`src/verilog/dmacar_pkg.sv`:
```
package dmacar_pkg;
  localparam int NUM_CH = 4;
  localparam int CH_W = 2;
  localparam int ADDR_W = 16;
  localparam int CNT_W = 10;
  localparam int REG_W = 16;
  localparam int PADDR_W = 12;
  // per channel block of four words
  localparam logic [PADDR_W-1:0] CH_STRIDE = 12'h010;
  localparam logic [PADDR_W-1:0] OFS_PERIPH_ADDR = 12'h000;
  localparam logic [PADDR_W-1:0] OFS_XFER_COUNT = 12'h004;
  localparam logic [PADDR_W-1:0] OFS_CTRL = 12'h008;
  localparam logic [PADDR_W-1:0] OFS_STATUS = 12'h00C;
  localparam int CTRL_EN_BIT = 0;
  localparam int STAT_BUSY_BIT = 0;
  localparam int STAT_DONE_BIT = 1;
  localparam int STAT_REM_LSB = 16;
  localparam logic [ADDR_W-1:0] PERIPH_ADDR_RST = 16'h0000;
  localparam logic [CNT_W-1:0] XFER_COUNT_RST = 10'h000;
  typedef enum logic [1:0] {
    DMACAR_IDLE,
    DMACAR_RUN,
    DMACAR_DONE
  } dmacar_state_t;
endpackage

```
`src/verilog/dmacar_apb_slave.sv`:
```
`timescale 1ns/10ps
// single-cycle apb slave: decodes channel and word
module dmacar_apb_slave
  import dmacar_pkg::*;
(
  input wire logic clock,
  input wire logic rst_b,
  input wire logic psel,
  input wire logic penable,
  input wire logic pwrite,
  input wire logic [dmacar_pkg::PADDR_W-1:0] paddr,
  input wire logic [31:0] rdData,
  output logic pready,
  output logic pslverr,
  output logic [31:0] prdata,
  output logic wrStb,
  output logic [dmacar_pkg::CH_W-1:0] chSel,
  output logic [dmacar_pkg::PADDR_W-1:0] wordOfs,
  output logic mapped
);
  logic [31:0] prdata_ff;
  logic [31:0] nxt_prdata;
  logic pslverr_ff;
  logic nxt_pslverr;
  logic pready_ff;
  logic access;

  assign access = psel & penable;
  assign chSel = paddr[CH_W+3:4];
  assign wordOfs = paddr & (CH_STRIDE - 12'h001);
  // unmapped beyond the last channel, or misaligned
  assign mapped = (paddr < PADDR_W'(NUM_CH * 16)) && (paddr[1:0] == 2'h0);
  assign wrStb = access & pwrite & mapped;
  assign pready = pready_ff;
  assign pslverr = pslverr_ff;
  assign prdata = prdata_ff;

  always_comb begin
    nxt_prdata = 32'h0000_0000;
    // flagged from setup so it stands through the access phase
    nxt_pslverr = psel & ~penable & ~mapped;
    if (psel & ~penable & ~pwrite & mapped) begin
      nxt_prdata = rdData;
    end
  end

  always_ff @(posedge clock or negedge rst_b) begin
    if (!rst_b) begin
      prdata_ff <= 32'h0000_0000;
      pslverr_ff <= 1'b0;
      pready_ff <= 1'b0;
    end else begin
      prdata_ff <= nxt_prdata;
      pslverr_ff <= nxt_pslverr;
      pready_ff <= 1'b1;
    end
  end
endmodule // dmacar_apb_slave

```
`src/verilog/dmacar_channel.sv`:
```
`timescale 1ns/10ps
// one channel's run engine
module dmacar_channel
  import dmacar_pkg::*;
(
  input wire logic clock,
  input wire logic rst_b,
  input wire logic enable,
  input wire logic [dmacar_pkg::ADDR_W-1:0] periphAddr,
  input wire logic [dmacar_pkg::CNT_W-1:0] xferCount,
  input wire logic xferAck,
  output logic xferReq,
  output logic [dmacar_pkg::ADDR_W-1:0] xferAddr,
  output logic busy,
  output logic done,
  output logic [dmacar_pkg::CNT_W:0] remaining
);
  dmacar_state_t state_ff, nxt_state;
  logic [ADDR_W-1:0] addr_ff, nxt_addr;
  logic [CNT_W:0] rem_ff, nxt_rem;

  always_comb begin
    nxt_state = state_ff;
    nxt_addr = addr_ff;
    nxt_rem = rem_ff;
    unique case (state_ff)
      DMACAR_IDLE, DMACAR_DONE: begin
        if (enable && state_ff == DMACAR_IDLE) begin
          nxt_addr = periphAddr;
          nxt_rem = {1'b0, xferCount} + 11'h001;
          nxt_state = DMACAR_RUN;
        end else if (!enable) begin
          nxt_state = DMACAR_IDLE;
        end
      end
      DMACAR_RUN: begin
        if (!enable) begin
          nxt_state = DMACAR_IDLE;
          nxt_rem = '0;
        end else if (xferAck) begin
          nxt_rem = rem_ff - 11'h001;
          // stop after the last one; re-enable needed to rerun
          if (rem_ff == 11'h001) begin
            nxt_state = DMACAR_DONE;
          end
        end
      end
    endcase
  end

  always_ff @(posedge clock or negedge rst_b) begin
    if (!rst_b) begin
      state_ff <= DMACAR_IDLE;
      addr_ff <= PERIPH_ADDR_RST;
      rem_ff <= '0;
    end else begin
      state_ff <= nxt_state;
      addr_ff <= nxt_addr;
      rem_ff <= nxt_rem;
    end
  end

  assign xferReq = (state_ff == DMACAR_RUN);
  assign xferAddr = addr_ff;
  assign busy = (state_ff == DMACAR_RUN);
  assign done = (state_ff == DMACAR_DONE);
  assign remaining = rem_ff;
endmodule // dmacar_channel

```
`src/verilog/dmacar_top.sv`:
```
// Design decisions made here: the register addresses and the APB slave port.
`timescale 1ns/10ps
module dmacar_top
  import dmacar_pkg::*;
(
  input wire logic clock,
  input wire logic rst_b,
  input wire logic psel,
  input wire logic penable,
  input wire logic pwrite,
  input wire logic [dmacar_pkg::PADDR_W-1:0] paddr,
  input wire logic [31:0] pwdata,
  output logic pready,
  output logic pslverr,
  output logic [31:0] prdata,
  input wire logic [dmacar_pkg::NUM_CH-1:0] xferAck,
  output logic [dmacar_pkg::NUM_CH-1:0] xferReq_ff,
  output logic [dmacar_pkg::NUM_CH*dmacar_pkg::ADDR_W-1:0] xferAddr_ff,
  output logic [dmacar_pkg::NUM_CH-1:0] chDone_ff
);
  logic [ADDR_W-1:0] periphAddr_ff [NUM_CH];
  logic [ADDR_W-1:0] nxt_periphAddr [NUM_CH];
  logic [CNT_W-1:0] xferCount_ff [NUM_CH];
  logic [CNT_W-1:0] nxt_xferCount [NUM_CH];
  logic [NUM_CH-1:0] enable_ff, nxt_enable;
  logic [NUM_CH-1:0] chReq, chBusy, chDone;
  logic [ADDR_W-1:0] chAddr [NUM_CH];
  logic [CNT_W:0] chRem [NUM_CH];
  logic wrStb, mapped;
  logic [CH_W-1:0] chSel;
  logic [PADDR_W-1:0] wordOfs;
  logic [31:0] rdData;

  dmacar_apb_slave u_apb (
    .clock(clock),
    .rst_b(rst_b),
    .psel(psel),
    .penable(penable),
    .pwrite(pwrite),
    .paddr(paddr),
    .rdData(rdData),
    .pready(pready),
    .pslverr(pslverr),
    .prdata(prdata),
    .wrStb(wrStb),
    .chSel(chSel),
    .wordOfs(wordOfs),
    .mapped(mapped)
  );

  // register writes; pready is always high so strobe is the write edge
  always_comb begin
    for (int i = 0; i < NUM_CH; i++) begin
      nxt_periphAddr[i] = periphAddr_ff[i];
      nxt_xferCount[i] = xferCount_ff[i];
      nxt_enable[i] = enable_ff[i];
      // channel clears its own enable when the block completes
      if (chDone[i]) begin
        nxt_enable[i] = 1'b0;
      end
    end
    if (wrStb) begin
      unique case (wordOfs)
        OFS_PERIPH_ADDR: nxt_periphAddr[chSel] = pwdata[ADDR_W-1:0];
        // bits 15-10 are dropped here
        OFS_XFER_COUNT: nxt_xferCount[chSel] = pwdata[CNT_W-1:0];
        OFS_CTRL: nxt_enable[chSel] = pwdata[CTRL_EN_BIT];
        default: ;
      endcase
    end
  end

  always_comb begin
    rdData = 32'h0000_0000;
    unique case (wordOfs)
      OFS_PERIPH_ADDR: rdData[ADDR_W-1:0] = periphAddr_ff[chSel];
      // upper count bits stay zero
      OFS_XFER_COUNT: rdData[CNT_W-1:0] = xferCount_ff[chSel];
      OFS_CTRL: rdData[CTRL_EN_BIT] = enable_ff[chSel];
      OFS_STATUS: begin
        rdData[STAT_BUSY_BIT] = chBusy[chSel];
        rdData[STAT_DONE_BIT] = chDone[chSel];
        rdData[STAT_REM_LSB +: CNT_W+1] = chRem[chSel];
      end
      default: ;
    endcase
  end

  always_ff @(posedge clock or negedge rst_b) begin
    if (!rst_b) begin
      for (int i = 0; i < NUM_CH; i++) begin
        periphAddr_ff[i] <= PERIPH_ADDR_RST;
        xferCount_ff[i] <= XFER_COUNT_RST;
      end
      enable_ff <= '0;
    end else begin
      for (int i = 0; i < NUM_CH; i++) begin
        // writes while enabled are accepted; results are unspecified
        periphAddr_ff[i] <= nxt_periphAddr[i];
        xferCount_ff[i] <= nxt_xferCount[i];
      end
      enable_ff <= nxt_enable;
    end
  end

  for (genvar g = 0; g < NUM_CH; g++) begin : g_ch
    dmacar_channel u_ch (
      .clock(clock),
      .rst_b(rst_b),
      .enable(enable_ff[g]),
      .periphAddr(periphAddr_ff[g]),
      .xferCount(xferCount_ff[g]),
      .xferAck(xferAck[g] & xferReq_ff[g]),
      .xferReq(chReq[g]),
      .xferAddr(chAddr[g]),
      .busy(chBusy[g]),
      .done(chDone[g]),
      .remaining(chRem[g])
    );
  end

  // outputs registered; req drops the cycle after the last ack
  always_ff @(posedge clock or negedge rst_b) begin
    if (!rst_b) begin
      xferReq_ff <= '0;
      xferAddr_ff <= '0;
      chDone_ff <= '0;
    end else begin
      for (int i = 0; i < NUM_CH; i++) begin
        xferReq_ff[i] <= chReq[i] & ~(xferAck[i] & xferReq_ff[i]
          & (chRem[i] == 11'h001));
        xferAddr_ff[i*ADDR_W +: ADDR_W] <= chAddr[i];
        chDone_ff[i] <= chDone[i];
      end
    end
  end
endmodule // dmacar_top

```
`config.mk`:
```
export PLATFORM = sky130hd
export DESIGN_NAME = dmacar_top
export DESIGN_NICKNAME = d
export VERILOG_FILES = /design/src/verilog/dmacar_pkg.sv /design/src/verilog/dmacar_apb_slave.sv /design/src/verilog/dmacar_channel.sv /design/src/verilog/dmacar_top.sv
export SDC_FILE = /design/constraint.sdc
export NUM_CORES = 1
export LEC_CHECK = 0
export ABC_AREA = 1
export BUFFER_PORTS_ARGS = -buffer_cell sky130_fd_sc_hd__buf_4
export CAP_MARGIN = 20
export CORE_ASPECT_RATIO = 0.75
export CORE_MARGIN = 2
export CORE_UTILIZATION = 35
export CTS_CLUSTER_SIZE = 8
export DETAILED_ROUTE_END_ITERATION = 8
export SYNTH_ARGS = -nofsm -noshare
export SYNTH_HDL_FRONTEND = slang
export SYNTH_SLANG_ARGS = --single-unit
export TNS_END_PERCENT = 50
```
`constraint.sdc`:
```
create_clock -name clock -period 2 [get_ports clock]
set_input_delay 0.2 -clock clock [delete_from_list [all_inputs] [get_ports clock]]
set_output_delay 0.2 -clock clock [all_outputs]
set_load 0.1 [all_outputs]
```
After elaboration in Yosys (flattened, before gate mapping)
Index checks and enable logic that the tools add are counted.
Operators by class
  add/subtract/negate cells: 8
  order comparisons: 5
  equality and inequality tests: 31
  multiplexer cells: 76
  bitwise gates (word level): 27
  reduce and logical (&&, ||, !) cells: 31
Operator list (count)
  11-bit two-way mux: 15
  11-bit case mux with 2 select lines: 4
  64-bit bitwise mux: 1
  16-bit two-way mux: 3
  10-bit by 1-bit adder with 11-bit output (second input constant): 4
  11-bit by 1-bit equality test with 1-bit output (second input constant): 4
  11-bit by 1-bit subtractor with 11-bit output (second input constant): 4
  40-bit bitwise mux: 1
  2-bit two-way mux: 20
  16-bit binary-select mux with 2-bit select: 1
  16-bit demux with 2-bit select: 1
  10-bit two-way mux: 3
  27-bit two-way mux: 1
  3-bit by 2-bit inequality test with 1-bit output (second input constant): 8
  11-bit binary-select mux with 2-bit select: 1
  10-bit binary-select mux with 2-bit select: 1
  10-bit demux with 2-bit select: 1
  2-bit AND reduction: 10
  1-bit bitwise AND: 19
  2-bit case mux with 2 select lines: 4
  8-bit case mux with 2 select lines: 1
  12-bit logical NOT: 1
  12-bit by 7-bit < comparator with 1-bit output (second input constant): 1
  3-bit inequality test (second input constant): 4
  23 further kinds: 65
Storage, ports and cells
  register bits: 330
  bits of input ports: 53
  output and inout port bits: 106
  logic and storage cells: 205

Logic depth before layout (Yosys ltp)
Gate-level depths: netlist of the first run.
  word-level depth: 7
  depth in mapped cells: 10
  gate-level depth less buffers: 9

Modules after synthesis
Synthesis of the first run repeated with hierarchy kept, for this count alone.
Second synthesis, totals
  cells, all modules: 2015
  area total of the unflattened synthesis: 16133.0 sq um
Modules (own cells, without submodules)
  dmacar_top: times used 1, cells an instance 896, area each 7728.7 sq um
  dmacar_channel: times used 4, cells an instance 247, area each 1709.1 sq um
  dmacar_apb_slave: times used 1, cells an instance 131, area each 1567.8 sq um

Worst setup path after synthesis of the first run
Ideal clock, no wire load.
  path kind: register -> register
  from: register xferReq_ff[3] (netlist name)
  to: register g_ch[3].u_ch.rem_ff[0]
  arrival: 1.717 ns
  data required time: 1.867 ns
  path slack: 0.150 ns
  cell stages (with the launch flop): 7
  path buffers: 1
  cell sequence: dfrtp_1 nand2_1 inv_1 o21ai_0 nand2_1 clkbuf_1 o21ai_0
Between the ends
  cells in the longest elaborated chain, start to end: 3
RTL lines
  start: declaration: line dmacar_top.sv:17  | output logic [dmacar_pkg::NUM_CH-1:0] xferReq_ff,
  start signal: indexed assignment: line dmacar_top.sv:130  | xferReq_ff[i] <= chReq[i] & ~(xferAck[i] & xferReq_ff[i]
  1-bit bitwise AND: line dmacar_top.sv:113  | .xferAck(xferAck[g] & xferReq_ff[g]),
  3-bit by 2-bit inequality test with 1-bit output (no source line)
  2-bit AND reduction (no source line)
  end signal: assignment: line dmacar_channel.sv:59  | rem_ff <= nxt_rem;
  end: declaration: line dmacar_channel.sv:20  | logic [CNT_W:0] rem_ff, nxt_rem;
No other way between the ends.
A chain may end at the register's enable or synchronous reset.

Final worst setup path of the first run
  from: input penable
  to: register enable_ff[2]
Between the ends
  cells in the longest elaborated chain, start to end: 4
RTL lines
  start: declaration: line dmacar_top.sv:9  | input wire logic penable,
  1-bit bitwise AND: line dmacar_apb_slave.sv:28  | assign access = psel & penable;
  1-bit bitwise AND (2 in series): line dmacar_apb_slave.sv:33  | assign wrStb = access & pwrite & mapped;
  4-bit two-way mux: line dmacar_top.sv:62  | if (wrStb) begin
  named net nxt_enable[2]: line dmacar_top.sv:25  | logic [NUM_CH-1:0] enable_ff, nxt_enable;
  end signal: assignment: line dmacar_top.sv:102  | enable_ff <= nxt_enable;
  end: declaration: line dmacar_top.sv:25
The timed path passes the listed nets, and every way through them passes these cells.

==> results.rst, run 1 <==
.. list-table::
   :header-rows: 1

   * - Metric
     - Value
   * - Number of warnings printed during yosys synthesis
     - 0
   * - Run status
     - finished clean
   * - GRT Residual Overflow
     - 0
   * - Tot Pwr
     - 14.0 mW
   * - Clock-pin transition on the worst setup and hold timing paths
     - 0.05 ns
   * - Clock tree from TritonCTS
     - yes
   * - Kind of start point of the critical path
     - input port
   * - I/O pin cnt
     - 159
   * - Worst VDD drop
     - 0.673 mV
   * - Number of detailed-route iterations in the first pass
     - 6
   * - H-tree lvl count
     - 2
   * - Net load switching power
     - 3.12 mW
   * - WL final
     - 43200 µm
   * - Antenna diode instance count
     - 0
   * - Max Fclk
     - 553 MHz
   * - Syn_area_per_cell
     - 8.39 µm²
   * - Static Leakage
     - 8.69 nW
   * - IO buf count
     - 137
   * - Commonest cells after routing, fill and taps aside
     - sky130_fd_sc_hd__nand2_1, sky130_fd_sc_hd__dfrtp_1, sky130_fd_sc_hd__buf_4
   * - Endpoint of the worst-slack reg-to-reg timing path
     - g_ch[3].u_ch.remaining[4]
   * - Synthesis-stage register bit count
     - 325
   * - HPWL after DPL
     - 31800 µm
   * - Worst slew margin relative to its limit
     - 61.7%
   * - Via count
     - 12300
   * - Number of buffers between clock root and the deepest sink
     - 3
   * - Worst reg-to-reg path cell count
     - 6
   * - Sequential element share of the synthesized area
     - 56.6%
   * - Gp weighted congestion
     - 0.907
   * - Final Net Count
     - 1968
   * - Inserted Clock Buffers
     - 46
   * - Hold/Removal Path Class
     - in -> reg
   * - WP data arrival
     - 2.22 ns
   * - Met3 routed WL
     - 4170 µm
   * - Reported max-cap violation count
     - 0
   * - Area grow syn2layout
     - 22.1%
   * - Peak fanout along the critical path
     - 9
   * - Internal power
     - 10.8 mW
   * - Setup slack of the most critical reg-to-reg path
     - 0.26 ns
   * - Most common library cell in the layout ignoring fill and taps
     - sky130_fd_sc_hd__nand2_1
   * - # setup viols final
     - 0
   * - Post-synthesis instance area
     - 0.0144 mm²
   * - Kind of end point of the critical path
     - flop
   * - Met2 wire len
     - 17300 µm
   * - Post-Route Setup TNS
     - 0 ns
   * - Global-route wire length before repair
     - 67300 µm
   * - Critical R2R Launch
     - g_ch[3].u_ch.remaining[0]
   * - Core Area
     - 0.0406 mm²
   * - Clock Power Share
     - 49.1%
   * - Tightest hold margin
     - 0.0194 ns
   * - Final hold violation count
     - 0
   * - Clk root buf
     - sky130_fd_sc_hd__clkbuf_16
   * - Switching portion of total power
     - 22.4%
   * - Number of different library cells in the post-synthesis netlist
     - 37
   * - Min-Delay Endpoint
     - periphAddr_ff[45]
   * - Placed cell area
     - 0.0163 mm²
   * - Count of fill cells added during filler insertion
     - 3959
   * - Fraction of final layout cells sized beyond drive strength 1
     - 14.2%
   * - Clock skew after layout
     - 0.0175 ns
   * - Hold-critical path depth
     - 3
   * - Transition time at the pin with the least slew margin
     - 0.574 ns
   * - Via count of the first global-routing pass
     - 11500
   * - Unrepaired setup endpoints after global routing
     - no
   * - Avg WL per Cell
     - 17.8 µm
   * - Sequential cell fraction of total power
     - 47.3%
   * - Worst-Skew Late Latency
     - 0.56 ns
   * - Area of the die
     - 0.0427 mm²
   * - Detail-routed via count per cell
     - 5.05
   * - Final worst path period share
     - 90.4%
   * - Placement Rows
     - 64
   * - Number of antenna violations at the first check in global routing
     - 0
   * - Die outline width
     - 238 µm
   * - Critical path type
     - in -> reg
   * - Die Height
     - 179 µm
   * - Largest net degree at the start of global routing
     - 63
   * - Number of clock sinks
     - 325
   * - Iteration-0 DRC Markers
     - 1452
   * - Met1 layer wirelength in the final routing
     - 21200 µm
   * - Hold Path Origin
     - pwdata[13]
   * - Number of gates given a new drive strength after cts
     - 0
   * - Number of nets with antenna violations after detailed routing
     - 0
   * - Data required time at the worst endpoint
     - 2.41 ns
   * - Overall track demand over capacity in global routing
     - 20.4%
   * - Areal power density over the cells
     - 796 mW/mm²
   * - Post-layout util
     - 43.2%
   * - Area of all placed cells without fillers
     - 0.0175 mm²
   * - Synthesized instance count
     - 1712
   * - Drt drc
     - 0
   * - Number of slew-limit violations in the final report
     - 0
   * - Initial Util
     - 35.4%
   * - Post-layout min period
     - 1.81 ns
   * - Combinational cell fraction of total power
     - 3.6%
   * - Highest layer used for signal routing
     - met4
## area by class of cell
class | instances | area (µm²) | share of cell area, %
Inverter | 181 | 679 | 3.87
Multi-Input combinational cell | 1153 | 5300 | 30.2
Sequential cell | 325 | 8130 | 46.4
Tap cell | 528 | 661 | 3.77
Clock buffer | 47 | 1180 | 6.71
Timing Repair Buffer | 196 | 1560 | 8.88
Clock inverter | 3 | 33.8 | 0.193
## state kept, by name (all words and copies together) (netlist names)
signal               count
u_apb.pready             1
g_ch.u_ch.xferAddr      64
xferCount_ff            40
g_ch.u_ch.remaining     44
xferReq_ff               4
u_apb.prdata            27
g_ch.u_ch.state_ff       8
u_apb.pslverr            1
xferAddr_ff             64
enable_ff                4
periphAddr_ff           64
chDone_ff                4
## cell usage after synthesis
cell                        instances  share of area (%)
sky130_fd_sc_hd__o21a_1             1              0.052
sky130_fd_sc_hd__and2_1             1              0.044
sky130_fd_sc_hd__mux2_2            11               0.86
sky130_fd_sc_hd__a31oi_1            4               0.17
sky130_fd_sc_hd__clkbuf_1          27               0.71
sky130_fd_sc_hd__o21ai_0          169                5.9
sky130_fd_sc_hd__nand4_2            3               0.26
sky130_fd_sc_hd__a21oi_1           58                2.0
sky130_fd_sc_hd__conb_1             2              0.052
sky130_fd_sc_hd__o21ai_1           47                1.6
sky130_fd_sc_hd__buf_4              6               0.31
sky130_fd_sc_hd__buf_2             23               0.80
sky130_fd_sc_hd__o22ai_1           30                1.3
sky130_fd_sc_hd__inv_2              6               0.16
sky130_fd_sc_hd__o21bai_1           4               0.21
sky130_fd_sc_hd__ha_1              12                1.0
sky130_fd_sc_hd__nor3_2             1              0.070
sky130_fd_sc_hd__nor2_1           111                2.9
sky130_fd_sc_hd__inv_1            172                4.5
sky130_fd_sc_hd__clkinv_1           3              0.078
sky130_fd_sc_hd__nand4_1           21               0.91
sky130_fd_sc_hd__nor2_2             5               0.22
sky130_fd_sc_hd__nand2_2            2              0.087
sky130_fd_sc_hd__and3_1             2              0.087
sky130_fd_sc_hd__or2_2              1              0.044
sky130_fd_sc_hd__dfrtp_1          325                 57
sky130_fd_sc_hd__o211ai_1           4               0.21
sky130_fd_sc_hd__nor3_1             8               0.28
sky130_fd_sc_hd__nand3_1           80                2.8
sky130_fd_sc_hd__buf_1              1              0.026
sky130_fd_sc_hd__o31ai_1            3               0.16
sky130_fd_sc_hd__xor2_1             1              0.061
sky130_fd_sc_hd__nand2_1          554                 14
sky130_fd_sc_hd__xnor2_1            1              0.061
sky130_fd_sc_hd__nor2_4             1              0.078
sky130_fd_sc_hd__nor3_4             1               0.11
sky130_fd_sc_hd__o2111ai_1         11               0.67
## critical path, stage by stage
cell and delay, ns:
sky130_fd_sc_hd__dlygate4sd3_1 0.54, sky130_fd_sc_hd__buf_4 0.12, sky130_fd_sc_hd__and3_1 0.44, sky130_fd_sc_hd__nand2_1 0.34, sky130_fd_sc_hd__nor3_1 0.43, sky130_fd_sc_hd__o21ai_0 0.13
## per-stage QoR
step,setup slack (ns),std cells
2_1_floorplan,0.150,1716
3_3_place_gp,0.190,2377
3_5_place_dp,0.196,2377
4_1_cts,0.283,2433
5_1_grt,0.106,2433
6_report,0.193,2433
## timing repair
item,4_1_cts,5_1_grt
hold buffers,6,0
endpoints found under the hold margin,60,0
setup buffers,0,0
## metal layers
layer,vias to the layer above,global-route usage (%)
met3,48,4.78
met5,-,0
li1,5899,-
met4,0,4.10
met1,5833,32.7
met2,518,27.4
## cells by family (layout without fill, tap and decap cells)
| family | count (synthesis) | in the layout | synth area share [%] |
|---|---|---|---|
| simple gates | 791 | 791 | 22.4 |
| compound gates | 331 | 331 | 12.3 |
| flops | 325 | 325 | 56.6 |
| buf+inv | 238 | 427 | 6.58 |
| fa+ha+maj | 12 | 12 | 1.05 |
| mux | 11 | 11 | 0.863 |
| other cells | 2 | 6 | 0.0523 |
| xor+xnor | 2 | 2 | 0.122 |
## power by group through the flow
stage | clock, mW | sequential [mW] | combinational [mW]
global route | 7.26 | 6.59 | 0.553
CTS | 6.98 | 6.60 | 0.511
finish | 6.85 | 6.60 | 0.506
global placement | 0 | 6.71 | 0.497
floorplan | 0 | 6.72 | 0.171
detailed placement | 0 | 6.71 | 0.502
## how the worst max path moves through the flow
stage | from | end | slack (ns) | cells after the start
finish | penable | enable_ff[2] | 0.19 | 6
detailed placement | paddr[1] | enable_ff[2] | 0.20 | 8
CTS | g_ch[3].u_ch.remaining[0] | g_ch[3].u_ch.remaining[4] | 0.28 | 6
global placement | paddr[1] | enable_ff[2] | 0.19 | 8
global route | g_ch[3].u_ch.remaining[0] | g_ch[3].u_ch.remaining[4] | 0.11 | 6
floorplan | xferReq_ff[3] | g_ch[3].u_ch.remaining[0] | 0.15 | 6
No activity file was read; power rests on OpenSTA's default activity.
==> inputs of run 2 (changes only) <==
==> constraint.sdc (replaced) <==
create_clock -name clock -period 2 [get_ports clock]
set_input_delay 0.1 -clock clock [delete_from_list [all_inputs] [get_ports clock]]
set_output_delay 0.1 -clock clock [all_outputs]
set_load 0.1 [all_outputs]
==> run 2 against run 1 <==
Power is essentially flat. Final cell count up 0.21%. Core utilization is 0.15 points higher. Largest cell class unchanged.
==> results.rst, run 2 (synthesis gave the netlist of run 1 again) <==
.. list-table::
   :header-rows: 1

   * - Metric
     - Value
   * - Transition time at the pin with the least slew margin
     - 0.620 ns
   * - Final worst path period share
     - 86.9%
   * - Global-route wire length before repair
     - 67800 µm
   * - Number of antenna violations at the first check in global routing
     - 0
   * - Antenna diode instance count
     - 0
   * - Number of nets with antenna violations after detailed routing
     - 0
   * - Footprint of the multi-input gates
     - 0.00530 mm²
   * - Clock tree from TritonCTS
     - yes
   * - Slowest stage cell on the critical path
     - sky130_fd_sc_hd__dfrtp_1
   * - Cts hold-fix bufs
     - 14
   * - I/O pin cnt
     - 159
   * - Detail-routed via count per cell
     - 5.10
   * - Peak fanout along the critical path
     - 5
   * - Post-layout util
     - 43.3%
   * - Placement Rows
     - 64
   * - Most common cell on crit path
     - sky130_fd_sc_hd__inv_1
   * - Areal power density over the cells
     - 793 mW/mm²
   * - Placed cell count
     - 2374
   * - Number of detailed-route iterations in the first pass
     - 6
   * - Largest delay contributor family on the critical path
     - compound AO/OA/AOI/OAI gates
   * - Reported max-cap violation count
     - 0
   * - H-tree lvl count
     - 2
   * - Static Leakage
     - 8.70 nW
   * - Final hold violation count
     - 0
   * - Number of cells on the critical path
     - 6
   * - WL final
     - 43700 µm
   * - Fraction of final layout cells sized beyond drive strength 1
     - 14.0%
   * - GRT Residual Overflow
     - 0
   * - Max Fclk
     - 576 MHz
   * - Overall track demand over capacity in global routing
     - 20.5%
   * - Busiest grt layer
     - met1
   * - Cell Count, Final, Fillers Out
     - 2438
   * - Clock skew after layout
     - 0.0227 ns
   * - Number of slew-limit violations in the final report
     - 0
   * - Initial Util
     - 35.4%
   * - Hold-critical path depth
     - 6
   * - Die outline width
     - 238 µm
   * - Count of fill cells added during filler insertion
     - 4015
   * - IO buf count
     - 137
   * - FF+latch area
     - 0.00813 mm²
   * - Avg WL per Cell
     - 17.9 µm
   * - Worst reg-to-reg path cell count
     - 6
   * - Gp weighted congestion
     - 0.894
   * - Most common library cell in the layout ignoring fill and taps
     - sky130_fd_sc_hd__nand2_1
   * - Number of clock sinks
     - 325
   * - Setup slack of the most critical reg-to-reg path
     - 0.26 ns
   * - Worst-Skew Late Latency
     - 0.57 ns
   * - Area of the die
     - 0.0427 mm²
   * - Number of buffers between clock root and the deepest sink
     - 3
   * - Die Height
     - 179 µm
   * - GR Util met3
     - 5.34%
   * - Inserted Clock Buffers
     - 46
   * - Tot Pwr
     - 14.0 mW
   * - Kind of end point of the critical path
     - flop
   * - Final Net Count
     - 1973
   * - Data required time at the worst endpoint
     - 2.45 ns
   * - Critical path type
     - reg -> reg
   * - Kind of start point of the critical path
     - flop
   * - HPWL after DPL
     - 32000 µm
   * - Ordered list of cells on the worst path
     - inv_1 > ha_1 > inv_1 > o21ai_0 > a21oi_1 > or2_2
   * - Clk root buf
     - sky130_fd_sc_hd__clkbuf_16
   * - Met2 Track Usage GR
     - 26.8%
   * - Clock-pin transition on the worst setup and hold timing paths
     - 0.05 ns
   * - Worst slew margin relative to its limit
     - 58.6%
   * - CP max stage delay
     - 0.41 ns
   * - Core Area
     - 0.0406 mm²
   * - WP data arrival
     - 2.19 ns
   * - Via count
     - 12400
   * - Post-Route Setup TNS
     - 0 ns
   * - Area of all placed cells without fillers
     - 0.0176 mm²
   * - Crit path buffers/inverters
     - 2
   * - Largest net degree at the start of global routing
     - 68
   * - Via count of the first global-routing pass
     - 11500
   * - Number of gates given a new drive strength after cts
     - 0
   * - Drt drc
     - 0
   * - Placed cell area
     - 0.0162 mm²
   * - # setup viols final
     - 0
   * - Run status
     - finished clean
   * - Global routing usage on met1
     - 33.0%
   * - Setup fix buffers added after clock tree synthesis
     - 0
   * - Worst VDD drop
     - 0.632 mV
   * - Unrepaired setup endpoints after global routing
     - no
   * - Commonest cells after routing, fill and taps aside
     - sky130_fd_sc_hd__nand2_1, sky130_fd_sc_hd__dfrtp_1, sky130_fd_sc_hd__buf_4
   * - Iteration-0 DRC Markers
     - 1290
   * - Hold/Removal Path Class
     - in -> reg
   * - Post-layout min period
     - 1.74 ns
   * - Area grow syn2layout
     - 22.6%
-- run 2: layout make-up --
class | instances | share of cell area (%)
flip-flops and latches | 325 | 46.2
multi-input cells | 1153 | 30.1
repair buffers | 201 | 9.17
clock buffers | 46 | 6.54
inverters | 181 | 3.86
well taps | 528 | 3.75
clock inverters | 4 | 0.363
-- run 2: per-layer routing --
metal,wire [µm],vias up,part of all wire [%]
met3,4100,44,9.4
met2,17300,492,40
met5,0,-,0
met1,21600,5986,50
met4,674,0,1.5
li1,-,5907,-
-- run 2: final timing paths --
kind / from / to
min reg2reg: g_ch[0].u_ch.xferAddr[2] / xferAddr_ff[2]
max in group asynchronous: rst_b / g_ch[0].u_ch.remaining[8]
max: g_ch[3].u_ch.remaining[0] / g_ch[3].u_ch.remaining[4]
min in group asynchronous: rst_b / g_ch[2].u_ch.xferAddr[10]
max reg2reg: g_ch[3].u_ch.remaining[0] / g_ch[3].u_ch.remaining[4]
min: paddr[2] / u_apb.prdata[0]
-- run 2: stage by stage --
step / worst slack [ns] / hold slack [ns]
6_report: 0.263 / 0.0214
3_3_place_gp: 0.276 / 0.0325
4_1_cts: 0.267 / 0.000126
5_1_grt: 0.148 / 0.0384
2_1_floorplan: 0.150 / -0.196
3_5_place_dp: 0.275 / 0.0360
-- run 2: where the power goes --
| group | internal, mW | switching (mW) |
|---|---|---|
| logic | 0.126 | 0.388 |
| registers | 6.60 | 0.00554 |
| clock network | 4.06 | 2.78 |
-- run 2: worst reg2reg max path, delay by kind of cell (launching register included) --
kind	cells	cell delay (ns)
AO/OA/AOI/OAI	2	0.47
adder cells (fa/ha/maj)	1	0.23
buffers and inverters	2	0.20
flip-flops	1	0.41
AND/OR/NAND/NOR	1	0.30
